### src/pkg/asl_pkg.sv
// Shared constants and types for the core address space logic
package asl_pkg;
    // ------------------------------------------------------------
    // Widths
    // ------------------------------------------------------------
    localparam int PC_W = 23;
    localparam int IW_W = 24;
    localparam int DW = 16;
    localparam int NREG = 16;
    localparam int RSEL_W = 4;
    localparam int PAGE_W = 9;
    localparam int WIN_BIT = 15;
    localparam int VEC_W = 8;
    // ------------------------------------------------------------
    // Fixed addresses and steps
    // ------------------------------------------------------------
    localparam logic [PC_W-1:0] PC_RESET = 23'h000000;
    localparam logic [PC_W-1:0] PC_STEP = 23'h000002;
    localparam logic [PC_W-1:0] VEC_END = 23'h000200;
    localparam logic [PC_W-1:0] START_PTR = 23'h000002;
    localparam logic [RSEL_W-1:0] SP_IDX = 4'hf;
    localparam logic [DW-1:0] WORD_STEP = 16'h0002;
    localparam logic [DW-1:0] Y_BASE_DEF = 16'h9000;
    localparam logic [1:0] EXTRA_CYC = 2'h1;
    localparam logic [DW-1:0] ZERO_W = 16'h0000;
    // ------------------------------------------------------------
    // Operand addressing modes
    // ------------------------------------------------------------
    typedef enum logic [2:0] {
        ASL_INHERENT = 3'h0,
        ASL_RELATIVE = 3'h1,
        ASL_LITERAL = 3'h2,
        ASL_DIRECT = 3'h3,
        ASL_REGDIR = 3'h4,
        ASL_INDIRECT = 3'h5,
        ASL_IND_POSTINC = 3'h6,
        ASL_IND_POSTDEC = 3'h7
    } asl_mode_t;
    // Access pipeline, Gray coded along idle -> read -> issue
    typedef enum logic [1:0] {
        ASL_IDLE = 2'b00,
        ASL_RDREG = 2'b01,
        ASL_ISSUE = 2'b11
    } asl_state_t;
endpackage

### src/pkg/asl_wreg_if.sv
// Carrier between the address logic and its working register file
`timescale 1ns/1ns
`default_nettype none
interface asl_wreg_if;
    logic [3:0] xsel; // X pointer / operand select
    logic [3:0] ysel; // Y pointer select
    logic [15:0] xval; // Registered X read data
    logic [15:0] yval; // Registered Y read data
    logic [15:0] spval; // Stack pointer, always visible
    logic we; // Write strobe
    logic [3:0] wsel; // Write select
    logic [15:0] wdata; // Write data
    modport core (output xsel, ysel, we, wsel, wdata,
                  input xval, yval, spval);
    modport file (input xsel, ysel, we, wsel, wdata,
                  output xval, yval, spval);
endinterface
`default_nettype wire

### src/core/asl_core.sv
// Program counter, loops and X/Y data address generation
`timescale 1ns/1ns
`default_nettype none
// Overview of operation
// - Program counter is 23 bits wide
// - Instruction words are 24 bits wide
// - Flow, double move, window, table add cycles
// - Loops zero overhead, interruptible every iteration
// - Sixteen 16-bit registers: data, pointer, offset
// - Last register is hardware stack pointer
// - Base data space is 32K words
// - General accesses use X generator, linear
// - Upper data half maps into program space
// - Page select extends address to 8M words
// - Modulo addressing on X and Y
// - Bit reversal only on X writes
// - No DSP means no modulo, bit reversal
// - Eight operand addressing modes supported
// - Program word: even low, odd upper half
// - Program counter steps by two
// - Addresses below 0x200 hold vectors
// - Execution starts at address zero
// - X read bus carries combined reads except window reads
// - Multiply class reads Y concurrently
// - All writes use combined space, fixed boundary
module asl_core
#(
    parameter bit HAS_DSP = 1'b1,
    parameter logic [15:0] Y_BASE = asl_pkg::Y_BASE_DEF
)
(
    input wire logic mclk,
    input wire logic sys_rst,
    // Fetch side
    input wire logic fetch_en,
    input wire logic pc_load,
    input wire logic [22:0] pc_target,
    input wire logic slow_op,
    input wire logic irq_take,
    input wire logic [7:0] irq_vec,
    input wire logic loop_start,
    input wire logic [22:0] loop_end,
    input wire logic [15:0] loop_count,
    input wire logic rpt_start,
    input wire logic [15:0] rpt_count,
    input wire logic sp_push,
    output logic [22:0] prog_addr,
    output logic prog_rd,
    input wire logic [23:0] prog_rdata,
    output logic [23:0] instr_word,
    output logic instr_valid,
    output logic [15:0] stack_addr,
    // Operand side
    input wire logic dacc_req,
    input wire logic dacc_we,
    input wire logic [2:0] dacc_mode,
    input wire logic [3:0] dacc_reg,
    input wire logic [15:0] dacc_lit,
    input wire logic [15:0] dacc_wdata,
    input wire logic dacc_mac,
    input wire logic [3:0] dacc_yreg,
    input wire logic reg_we,
    input wire logic [3:0] reg_wsel,
    input wire logic [15:0] reg_wdata,
    // Window, paging and circular controls
    input wire logic win_en,
    input wire logic [7:0] win_page,
    input wire logic [8:0] read_page_select,
    input wire logic [8:0] write_page_select,
    input wire logic mod_en,
    input wire logic [15:0] mod_start,
    input wire logic [15:0] mod_end,
    input wire logic brev_en,
    input wire logic [15:0] brev_mod,
    // Memory side
    output logic [23:0] x_raddr,
    output logic x_rd,
    output logic [23:0] x_waddr,
    output logic x_wr,
    output logic [15:0] x_wdata,
    output logic [15:0] y_raddr,
    output logic y_rd,
    output logic y_range_err,
    output logic [15:0] win_data,
    output logic win_valid,
    output logic [15:0] operand,
    output logic dacc_busy
);
    // ------------------------------------------------------------
    // Helpers
    // ------------------------------------------------------------
    // Reverse the bits of a 16-bit word
    function automatic logic [15:0] rev16(input logic [15:0] a);
        for (int i = 0; i < 16; i++)
            rev16[i] = a[15-i];
    endfunction

    // Circular step within start..end, wrapping at either edge
    function automatic logic [15:0] mod_step(input logic [15:0] a,
        input logic down, input logic [15:0] lo, input logic [15:0] hi);
        if (down)
            mod_step = (a == lo) ? hi : a - asl_pkg::WORD_STEP;
        else
            mod_step = (a == hi) ? lo : a + asl_pkg::WORD_STEP;
    endfunction

    // ------------------------------------------------------------
    // Register file
    // ------------------------------------------------------------
    asl_wreg_if rf ();
    asl_wreg u_wreg
    (
        .mclk(mclk),
        .sys_rst(sys_rst),
        .rf(rf)
    );

    // ------------------------------------------------------------
    // Program counter and loops
    // ------------------------------------------------------------
    logic [22:0] pc_q, pc_d; // Current fetch address
    logic [1:0] stall_q; // Extra cycles still owed
    logic [15:0] lcnt_q; // Block loop iterations left
    logic [22:0] ltop_q, lend_q; // Block loop bounds
    logic [15:0] rcnt_q; // Single-instruction repeats left
    logic win_busy; // Window read owns the program port
    wire stalled = (stall_q != 2'h0) || win_busy;
    wire at_lend = (lcnt_q != asl_pkg::ZERO_W) && (pc_q == lend_q);
    wire rpt_act = (rcnt_q != asl_pkg::ZERO_W);
    wire [22:0] vec_addr = {14'h0000, irq_vec, 1'b0}
        & (asl_pkg::VEC_END - 23'h000001);
    wire advance = fetch_en && !stalled;

    // Next program counter, interrupt first, then loads
    always_comb
    begin
        pc_d = pc_q;
        if (irq_take)
            pc_d = vec_addr;
        else if (pc_load)
            pc_d = pc_target;
        else if (advance && at_lend)
            pc_d = ltop_q;
        else if (advance && !rpt_act)
            pc_d = pc_q + asl_pkg::PC_STEP;
    end

    // Counter, stall and loop bookkeeping
    always_ff @(posedge mclk)
    begin
        if (sys_rst)
        begin
            pc_q <= asl_pkg::PC_RESET;
            stall_q <= 2'h0;
            lcnt_q <= asl_pkg::ZERO_W;
            ltop_q <= asl_pkg::PC_RESET;
            lend_q <= asl_pkg::PC_RESET;
            rcnt_q <= asl_pkg::ZERO_W;
        end
        else
        begin
            pc_q <= pc_d;
            if (slow_op || pc_load || irq_take)
                stall_q <= asl_pkg::EXTRA_CYC;
            else if (stall_q != 2'h0)
                stall_q <= stall_q - 2'h1;
            if (loop_start)
            begin
                lcnt_q <= loop_count;
                ltop_q <= pc_q + asl_pkg::PC_STEP;
                lend_q <= loop_end;
            end
            else if (advance && at_lend)
                lcnt_q <= lcnt_q - 16'h0001;
            if (rpt_start)
                rcnt_q <= rpt_count;
            else if (advance && rpt_act)
                rcnt_q <= rcnt_q - 16'h0001;
        end
    end

    // ------------------------------------------------------------
    // Operand pipeline: select register, then issue address
    // ------------------------------------------------------------
    asl_pkg::asl_state_t st_q;
    logic we_q, mac_q;
    logic [2:0] mode_q;
    logic [3:0] reg_q;
    logic [15:0] lit_q, wd_q;
    wire take = dacc_req && (st_q == asl_pkg::ASL_IDLE);
    assign rf.xsel = take ? dacc_reg : reg_q;
    assign rf.ysel = dacc_yreg;
    wire [15:0] ptr = rf.xval;
    wire is_ind = (mode_q >= 3'(asl_pkg::ASL_INDIRECT));
    wire [15:0] ea = (mode_q == 3'(asl_pkg::ASL_DIRECT)) ? lit_q
        : (mode_q == 3'(asl_pkg::ASL_RELATIVE)) ? ptr + lit_q : ptr;
    wire mem_mode = is_ind || (mode_q == 3'(asl_pkg::ASL_DIRECT))
        || (mode_q == 3'(asl_pkg::ASL_RELATIVE));
    wire post = (mode_q == 3'(asl_pkg::ASL_IND_POSTINC))
        || (mode_q == 3'(asl_pkg::ASL_IND_POSTDEC));
    wire down = (mode_q == 3'(asl_pkg::ASL_IND_POSTDEC));
    // Circular and reversed only with DSP
    wire mod_on = HAS_DSP && mod_en;
    wire brev_on = HAS_DSP && brev_en && we_q;
    wire [15:0] xnext = brev_on ? rev16(rev16(ptr) + rev16(brev_mod))
        : mod_on ? mod_step(ptr, down, mod_start, mod_end)
        : down ? ptr - asl_pkg::WORD_STEP : ptr + asl_pkg::WORD_STEP;
    wire [15:0] ynext = mod_on
        ? mod_step(rf.yval, 1'b0, mod_start, mod_end)
        : rf.yval + asl_pkg::WORD_STEP;
    // Upper half redirected into program space
    wire in_win = win_en && ea[asl_pkg::WIN_BIT];
    wire [22:0] win_addr = {win_page, ea[14:0]};
    wire [23:0] rd_ext = ea[asl_pkg::WIN_BIT]
        ? {read_page_select, ea[14:0]} : {8'h00, ea};
    wire [23:0] wr_ext = ea[asl_pkg::WIN_BIT]
        ? {write_page_select, ea[14:0]} : {8'h00, ea};
    // Y operand must lie in Y range
    wire y_ok = (rf.yval >= Y_BASE);
    wire issue = (st_q == asl_pkg::ASL_ISSUE);
    assign win_busy = issue && in_win && mem_mode && !we_q;

    // Sequence one access at a time
    always_ff @(posedge mclk)
    begin
        if (sys_rst)
        begin
            st_q <= asl_pkg::ASL_IDLE;
            we_q <= 1'b0;
            mac_q <= 1'b0;
            mode_q <= 3'h0;
            reg_q <= 4'h0;
            lit_q <= asl_pkg::ZERO_W;
            wd_q <= asl_pkg::ZERO_W;
        end
        else
        begin
            case (st_q)
                asl_pkg::ASL_IDLE:
                begin
                    if (dacc_req)
                    begin
                        st_q <= asl_pkg::ASL_RDREG;
                        we_q <= dacc_we;
                        mac_q <= dacc_mac && HAS_DSP;
                        mode_q <= dacc_mode;
                        reg_q <= dacc_reg;
                        lit_q <= dacc_lit;
                        wd_q <= dacc_wdata;
                    end
                end
                asl_pkg::ASL_RDREG:
                    st_q <= asl_pkg::ASL_ISSUE;
                asl_pkg::ASL_ISSUE:
                    st_q <= asl_pkg::ASL_IDLE;
                default:
                    st_q <= asl_pkg::ASL_IDLE;
            endcase
        end
    end

    // ------------------------------------------------------------
    // Register write port: pointer updates, stack, execution unit
    // ------------------------------------------------------------
    wire ptr_upd = issue && post;
    wire y_upd = issue && mac_q;
    assign rf.we = ptr_upd || y_upd || sp_push || reg_we;
    assign rf.wsel = ptr_upd ? reg_q : y_upd ? dacc_yreg
        : sp_push ? asl_pkg::SP_IDX : reg_wsel;
    assign rf.wdata = ptr_upd ? xnext : y_upd ? ynext
        : sp_push ? rf.spval + asl_pkg::WORD_STEP : reg_wdata;

    // ------------------------------------------------------------
    // Memory strobes and addresses, all from flip-flops
    // ------------------------------------------------------------
    always_ff @(posedge mclk)
    begin
        if (sys_rst)
        begin
            x_raddr <= 24'h000000;
            x_rd <= 1'b0;
            x_waddr <= 24'h000000;
            x_wr <= 1'b0;
            x_wdata <= asl_pkg::ZERO_W;
            y_raddr <= asl_pkg::ZERO_W;
            y_rd <= 1'b0;
            y_range_err <= 1'b0;
            operand <= asl_pkg::ZERO_W;
            dacc_busy <= 1'b0;
            stack_addr <= asl_pkg::ZERO_W;
        end
        else
        begin
            // Every read except window reads on X read bus
            x_rd <= issue && mem_mode && !we_q && !in_win;
            x_raddr <= rd_ext;
            x_wr <= issue && mem_mode && we_q;
            x_waddr <= wr_ext;
            x_wdata <= wd_q;
            y_rd <= issue && mac_q && y_ok;
            y_raddr <= rf.yval;
            y_range_err <= issue && mac_q && !y_ok;
            operand <= (mode_q == 3'(asl_pkg::ASL_LITERAL)) ? lit_q : ptr;
            dacc_busy <= (st_q != asl_pkg::ASL_IDLE) || dacc_req;
            stack_addr <= rf.spval;
        end
    end

    // ------------------------------------------------------------
    // Program port: fetch or window read
    // ------------------------------------------------------------
    logic win_pend_q, win_odd_q;

    always_ff @(posedge mclk)
    begin
        if (sys_rst)
        begin
            prog_addr <= asl_pkg::PC_RESET;
            prog_rd <= 1'b0;
            instr_word <= 24'h000000;
            instr_valid <= 1'b0;
            win_pend_q <= 1'b0;
            win_odd_q <= 1'b0;
            win_data <= asl_pkg::ZERO_W;
            win_valid <= 1'b0;
        end
        else
        begin
            // Window read steals a fetch slot
            prog_rd <= win_busy || advance;
            prog_addr <= win_busy ? {win_addr[22:1], 1'b0} : pc_q;
            win_pend_q <= win_busy;
            win_odd_q <= win_addr[0];
            instr_word <= prog_rdata;
            instr_valid <= prog_rd && !win_pend_q;
            win_data <= win_odd_q ? {8'h00, prog_rdata[23:16]}
                : prog_rdata[15:0];
            win_valid <= prog_rd && win_pend_q;
        end
    end
endmodule
`default_nettype wire

### src/core/asl_wreg.sv
// Sixteen-entry working register file with registered read ports
`timescale 1ns/1ns
`default_nettype none
module asl_wreg
(
    input wire logic mclk,
    input wire logic sys_rst,
    asl_wreg_if.file rf
);
    // ------------------------------------------------------------
    // Storage
    // ------------------------------------------------------------
    logic [asl_pkg::DW-1:0] mem_q [asl_pkg::NREG];

    // Write port; every register clears on reset
    always_ff @(posedge mclk)
    begin
        if (sys_rst)
        begin
            for (int i = 0; i < asl_pkg::NREG; i++)
                mem_q[i] <= asl_pkg::ZERO_W;
        end
        else if (rf.we)
            mem_q[rf.wsel] <= rf.wdata;
    end

    // Read data leave through registers, one cycle after select
    always_ff @(posedge mclk)
    begin
        if (sys_rst)
        begin
            rf.xval <= asl_pkg::ZERO_W;
            rf.yval <= asl_pkg::ZERO_W;
            rf.spval <= asl_pkg::ZERO_W;
        end
        else
        begin
            rf.xval <= mem_q[rf.xsel];
            rf.yval <= mem_q[rf.ysel];
            rf.spval <= mem_q[asl_pkg::SP_IDX];
        end
    end
endmodule
`default_nettype wire

### config.mk
export PLATFORM = sky130hd
export DESIGN_NAME = asl_core
export DESIGN_NICKNAME = d
export VERILOG_FILES = /design/src/pkg/asl_pkg.sv /design/src/pkg/asl_wreg_if.sv /design/src/core/asl_core.sv /design/src/core/asl_wreg.sv
export SDC_FILE = /design/constraint.sdc
export NUM_CORES = 1
export LEC_CHECK = 0
export BUFFER_PORTS_ARGS = -buffer_cell sky130_fd_sc_hd__buf_2
export CORE_MARGIN = 2
export CORE_UTILIZATION = 58
export DETAILED_ROUTE_END_ITERATION = 8
export GPL_TIMING_DRIVEN = 0
export MAX_ROUTING_LAYER = met4
export PLACE_DENSITY = 0.8
export SYNTH_ARGS = -nofsm -noshare
export SYNTH_HDL_FRONTEND = slang
export SYNTH_SLANG_ARGS = --single-unit
### constraint.sdc
create_clock -name mclk -period 4.65 [get_ports mclk]
set_clock_uncertainty 0.2 [all_clocks]
set_input_delay 0.465 -clock mclk [delete_from_list [all_inputs] [get_ports mclk]]
set_output_delay 0.465 -clock mclk [all_outputs]
set_load 0.03 [all_outputs]
* Word level (Yosys, flattened, before mapping)
Memory sizes are Yosys's and may differ from the RTL's. A register that Yosys moved wholly into a read port is not among the register bits.
Index checks and enable logic that the tools add are counted.
** Storage, ports and cells
- Register bits after elaboration :: 331
- RAM bits :: 256
- Output and inout bits :: 183
- Word-level logic and storage cells :: 159
- Memories kept :: 1
** Memories
- u_wreg.mem_q :: words 16, bits a word 16, rd ports 3, clocked after Yosys merged registers in 3, wr ports 16, RTL line asl_wreg.sv:13 : logic [asl_pkg::DW-1:0] mem_q [asl_pkg::NREG];
** Operators by class
- Add/subtract/negate cells :: 10
- Order comparisons :: 2
- Equality and inequality tests :: 12
- Multiplexer cells :: 40
- Bitwise logic cells :: 1
- Reduce and logical (&&, ||, !) cells :: 55
** Operators by type and width (count)
- 16-bit two-way mux :: 19
- 23-bit two-way mux :: 4
- 16-bit by 2-bit adder with 16-bit output (second input constant) :: 3
- 16-bit equality test :: 3
- 16-bit adder :: 2
- 16-bit nonzero test :: 2
- 16-bit by 1-bit subtractor with 16-bit output (second input constant) :: 2
- 23-bit by 2-bit adder with 23-bit output (second input constant) :: 1
- 23-bit equality test :: 1
- 1-bit logical AND :: 21
- 4-bit two-way mux :: 5
- 16-bit >= comparator (second input constant) :: 1
- 16-bit OR reduction :: 1
- 16-bit by 2-bit subtractor with 16-bit output (second input constant) :: 1
- 1-bit logical OR :: 11
- 2-bit nonzero test :: 5
- 2-bit OR reduction :: 5
- 9-bit two-way mux :: 1
- 1-bit two-way mux :: 8
- 8-bit two-way mux :: 1
- 3-bit by 2-bit equality test with 1-bit output (second input constant) :: 2
- 3-bit equality test (second input constant) :: 2
- 1-bit logical NOT :: 6
- 2-bit case mux with 2 select lines :: 1
- other kinds (12) :: 12

* Logic depth before layout (Yosys ltp)
- Word-level depth :: 15
- Gate-level depth with buffers :: 14
- Depth with buffers taken out :: 12

* By module
A second synthesis with hierarchy kept.
** Second synthesis, totals
- Cell total of the unflattened synthesis :: 3143
- Area, all modules :: 31766.7 um^2
** Modules (own cells, without submodules)
- asl_core :: instances 1, cells an instance 1998, area each 16353.2 um^2
- asl_wreg :: instances 1, cells an instance 1145, area each 15413.5 um^2

* Worst setup path after synthesis
OpenSTA, ideal clock, no wires.
- Kind :: input to register
- Start point :: in brev_mod[15]
- End point :: mem u_wreg.mem_q[1][1] (netlist name) (data pin)
- Library setup time :: 0.140 ns
- Arrival :: 3.022 ns
- Required time :: 4.310 ns
- Path slack :: 1.288 ns
- Stages :: 14
- Buffers on the path :: 2
- Cell sequence :: ha_1 > inv_1 > fa_1 > and2b_1 > o21a_1 > o21ai_1 > a2111oi_0 > o31ai_1 > xor2_1 > o211a_1 > or2_1 > clkbuf_1 > buf_2 > nor2_1
** RTL lines
- from (decl) :: RTL line asl_core.sv:74 : input wire logic [15:0] brev_mod,
- to (decl) :: RTL line asl_wreg.sv:13

* Final worst setup path
- Start point :: in dacc_req
- End point :: reg u_wreg.rf.xval[8] (read register of u_wreg.mem_q)
** Between the ends
- Cells in the longest elaborated chain, start to end :: 2
** Ends and longest elaborated chain
- from (decl) :: RTL line asl_core.sv:54 : input wire logic dacc_req,
- 1-bit logical AND :: RTL line asl_core.sv:190 : wire take = dacc_req && (st_q == asl_pkg::ASL_IDLE);
- 4-bit two-way mux :: RTL line asl_core.sv:191 : assign rf.xsel = take ? dacc_reg : reg_q;
- to (decl) :: RTL line asl_wreg_if.sv:16 : output xval, yval, spval);
No other way between the ends.
A chain may end at the register's enable or synchronous reset.

==> metrics.yaml <==
status: "finished with violations"
violations: "negative setup slack"
viasPerCell: 6.323
clk_latency_ps: 620
peakVddDrop_uv: 300.9
timing.final.max_slew_violations: 0
holdPathStages: 4
reg2reg_slack_ps: -10
startpoint_type: "input port"
timing.fmax_mhz: 210.7
layout.cells.most_common: "buf_2"
synth_seq_cells: 619
grt_pass1_wl_um: 176100
cp.required_ps: 4900
r2r_cells: 13
placed_area_um2: 34320
dr.pass1.iters: 6
die_x_um: 236.1
register_area_um2: 14950
path_clk_slew_ps: 60
crit_path_end_kind: "flip-flop"
synthCells: 3217
hp-class: "in2reg"
drc: 0
drive_above_1_share_pct: 19.14
tightestPinTransition_ps: 1159
busiest_layer: "met2"
track_usage_pct: 44.04
setup_ws_ps: -96.46
worstSetupPathType: "in2reg"
gr-usage-met2_pct: 67.73
crit_path_cell_trace: "dlygate4sd3_1 -> buf_2 -> and2_1 -> buf_2 -> nand2_1 -> nand2_1 -> buf_2 -> clkbuf_1 -> clkbuf_1 -> nand2_1 -> a311oi_1 -> a211oi_1 -> a211oi_1"
grt_overflow_total: 0
cp.arrival_ps: 5000
finalWirelength_um: 121100
dp_hpwl_um: 88980
multi_input_area_um2: 14870
drt_first_iter_violations: 3813
cts_max_path_buffers: 3
synth_edf_count: 256
post-route-cell-area_um2: 37930
synth_fp_nets: 3520
grt_max_degree: 17
layout_common_cells: "buf_2 (483), nor2_1 (443), nand2_1 (369), dfxtp_1 (363), edfxtp_1 (256)"
die_area_um2: 55740
syn_to_final_growth_pct: 21.40
maxSlewHeadroom_pct: 22.71
htree_num_levels: 3
yosysWarnings: 0
cts_sinks: 619
fin_cells: 4620
maxCapViolCount: 0
synthesis.area_um2: 31240
place_inst: 4353
grt_pass1_vias: 27767
fp.dieH_um: 236.1
p_leak_nw: 15.23
total_power_mw: 14.43
grt_antenna_before_repair: 16
min_from: "rpt_count[12]"
finalHoldViolCount: 0
fin_nets: 4166
cp_max_fo: 10
min_period_ps: 4746
max_stage_delay_ps: 880
rsz0062_at_grt: "false"
grt_use_met3_pct: 10.99
cts_root_buffer: "clkbuf_16"
io_pins: 446
finish.utilization_pct: 70.91
fill_cells: 4025
cts_buffers: 66
coreArea_um2: 53500
yosysSeqAreaShare_pct: 47.86
setup_viol: 1
pre_cts_slack_ps: 352.5
ys_types: 95
postSynthAreaPerCell_um2: 9.712
p_per_area_nw_per_um2: 380.4
via_count: 29214
gr-usage-met1_pct: 50.49
row_count: 85
ant_nets: 0
reg2reg_to: "u_wreg.rf.xval[8]"
post_cts_buffers: 0
synthFlopType: "dfxtp_1"
port_buffers: 440
cts_tree: "done"
min_period_over_period_pct: 102.1
start_util_pct: 58.40
synthArstFlopShare_pct: 0
place_congestion: 1.063
crit_path_top_delay_cell: "a311oi_1"
avgRoutedWirePerCell_um: 26.22
holdPathEnd: "rcnt_q[12]"
rr_startpoint: "st_q[1]"
cell type report:
type	count	share of cell area (%)
Antenna cell	15	0.09896
Buffer	271	3.170
Clock buffer	92	5.110
Clock inverter	22	0.6630
Inverter	59	0.5838
Multi-Input combinational cell	2268	39.21
Sequential cell	619	39.42
Tap cell	696	2.296
Timing Repair Buffer	578	9.447
how the worst max path moves through the flow:
stage                      start                 end
global route             st_q[1]   u_wreg.rf.xval[8]
floorplan           brev_mod[15]  u_wreg.mem_q[1][1]
global placement        dacc_req   u_wreg.rf.xval[8]
CTS                     dacc_req   u_wreg.rf.xval[8]
finish                  dacc_req   u_wreg.rf.xval[8]
detailed placement      dacc_req   u_wreg.rf.xval[8]
critical path: cells and delay by family:
kind / cells / cell delay [ps]
AOI/OAI and AO/OA: 3 / 1580
buffers and inverters: 6 / 2510
and+or+nand+nor: 4 / 420
cell usage after synthesis (all sizes together) (4+ instances only):
master   number  share of area (%)
o22ai        10               0.20
inv          59               0.71
o21bai        5               0.14
nor4b         5               0.14
mux2i        62                2.0
a311oi       44                1.3
nand3b        6               0.14
a21o          8               0.20
a31oi        43               0.86
nand2       372                4.5
o211ai       33               0.81
nor4         20               0.49
or3          13               0.26
nand4        38               0.78
edfxtp      256                 25
o2111ai       4               0.11
a22oi        14               0.43
nor3         43               0.84
o21ai        84                1.4
clkbuf      170                2.0
nor2b       124                2.5
nor3b        11               0.26
o31ai         7               0.26
mux4         80                5.8
nor2        446                5.4
or2           8               0.16
a211oi      127                3.1
nand3        48               0.80
and3         12               0.24
and2         91                1.8
nand4b        6               0.22
mux2          5               0.18
ha           38                1.5
xor2         69                1.9
o21a         27               0.65
a2111oi       7               0.22
dfxtp       363                 23
o221ai       10               0.28
a22o         11               0.31
nand2b       27               0.56
buf         101                1.8
a21oi       160                2.6
xnor2       107                3.0
state kept, by name (all words and copies together), names as in the netlist, 3 cells and up, named ones only:
register / flops
stack_addr: 16
lend_q: 23
lcnt_q: 16
x_waddr: 9
y_raddr: 16
mode_q: 3
x_raddr: 24
reg_q: 4
rcnt_q: 16
instr_word: 24
ltop_q: 23
u_wreg.rf.yval: 16
prog_addr: 23
win_data: 16
u_wreg.rf.xval: 16
x_wdata: 16
pc_q: 22
operand: 16
u_wreg.mem_q: 256
u_wreg.rf.spval: 16
lit_q: 16
wd_q: 16
repair_timing:
item,CTS,global route
resized for setup,0,1
endpoints found under the setup margin,0,1
hold buffers,138,0
endpoints found under the hold margin,148,0
report_power, final:
part	switching [mW]	internal, mW
clock	2.25	3.19
sequential	0.239	5.96
combinational	1.81	0.983
total	4.30	10.1
through the flow:
stage | hold WS [ps] | setup TNS [ps]
after floorplan | 189.1 | 0
after global placement | 209.1 | 0
after detailed placement | 207.3 | 0
after CTS | 2.244 | 0
after global routing | 31.01 | 0
final | 18.57 | -96.46
per-layer routing:
layer | part of all wire (%) | routed length, um | vias to the layer above
met2 | 46 | 55350 | 2061
met3 | 12 | 14310 | 580
met1 | 34 | 40850 | 13852
li1 | - | - | 12721
met5 | 0 | 0 | -
met4 | 8.8 | 10640 | 0
kinds of logic after synthesis:
family	Yosys count	share of synthesized area (%)
compound gates	623	13.61
xor+xnor	176	4.934
fa+ha+maj	40	1.650
buf+inv	330	4.557
flops	619	47.86
mux	147	7.973
simple gates	1282	19.41
(Power assumes the default switching activity.)
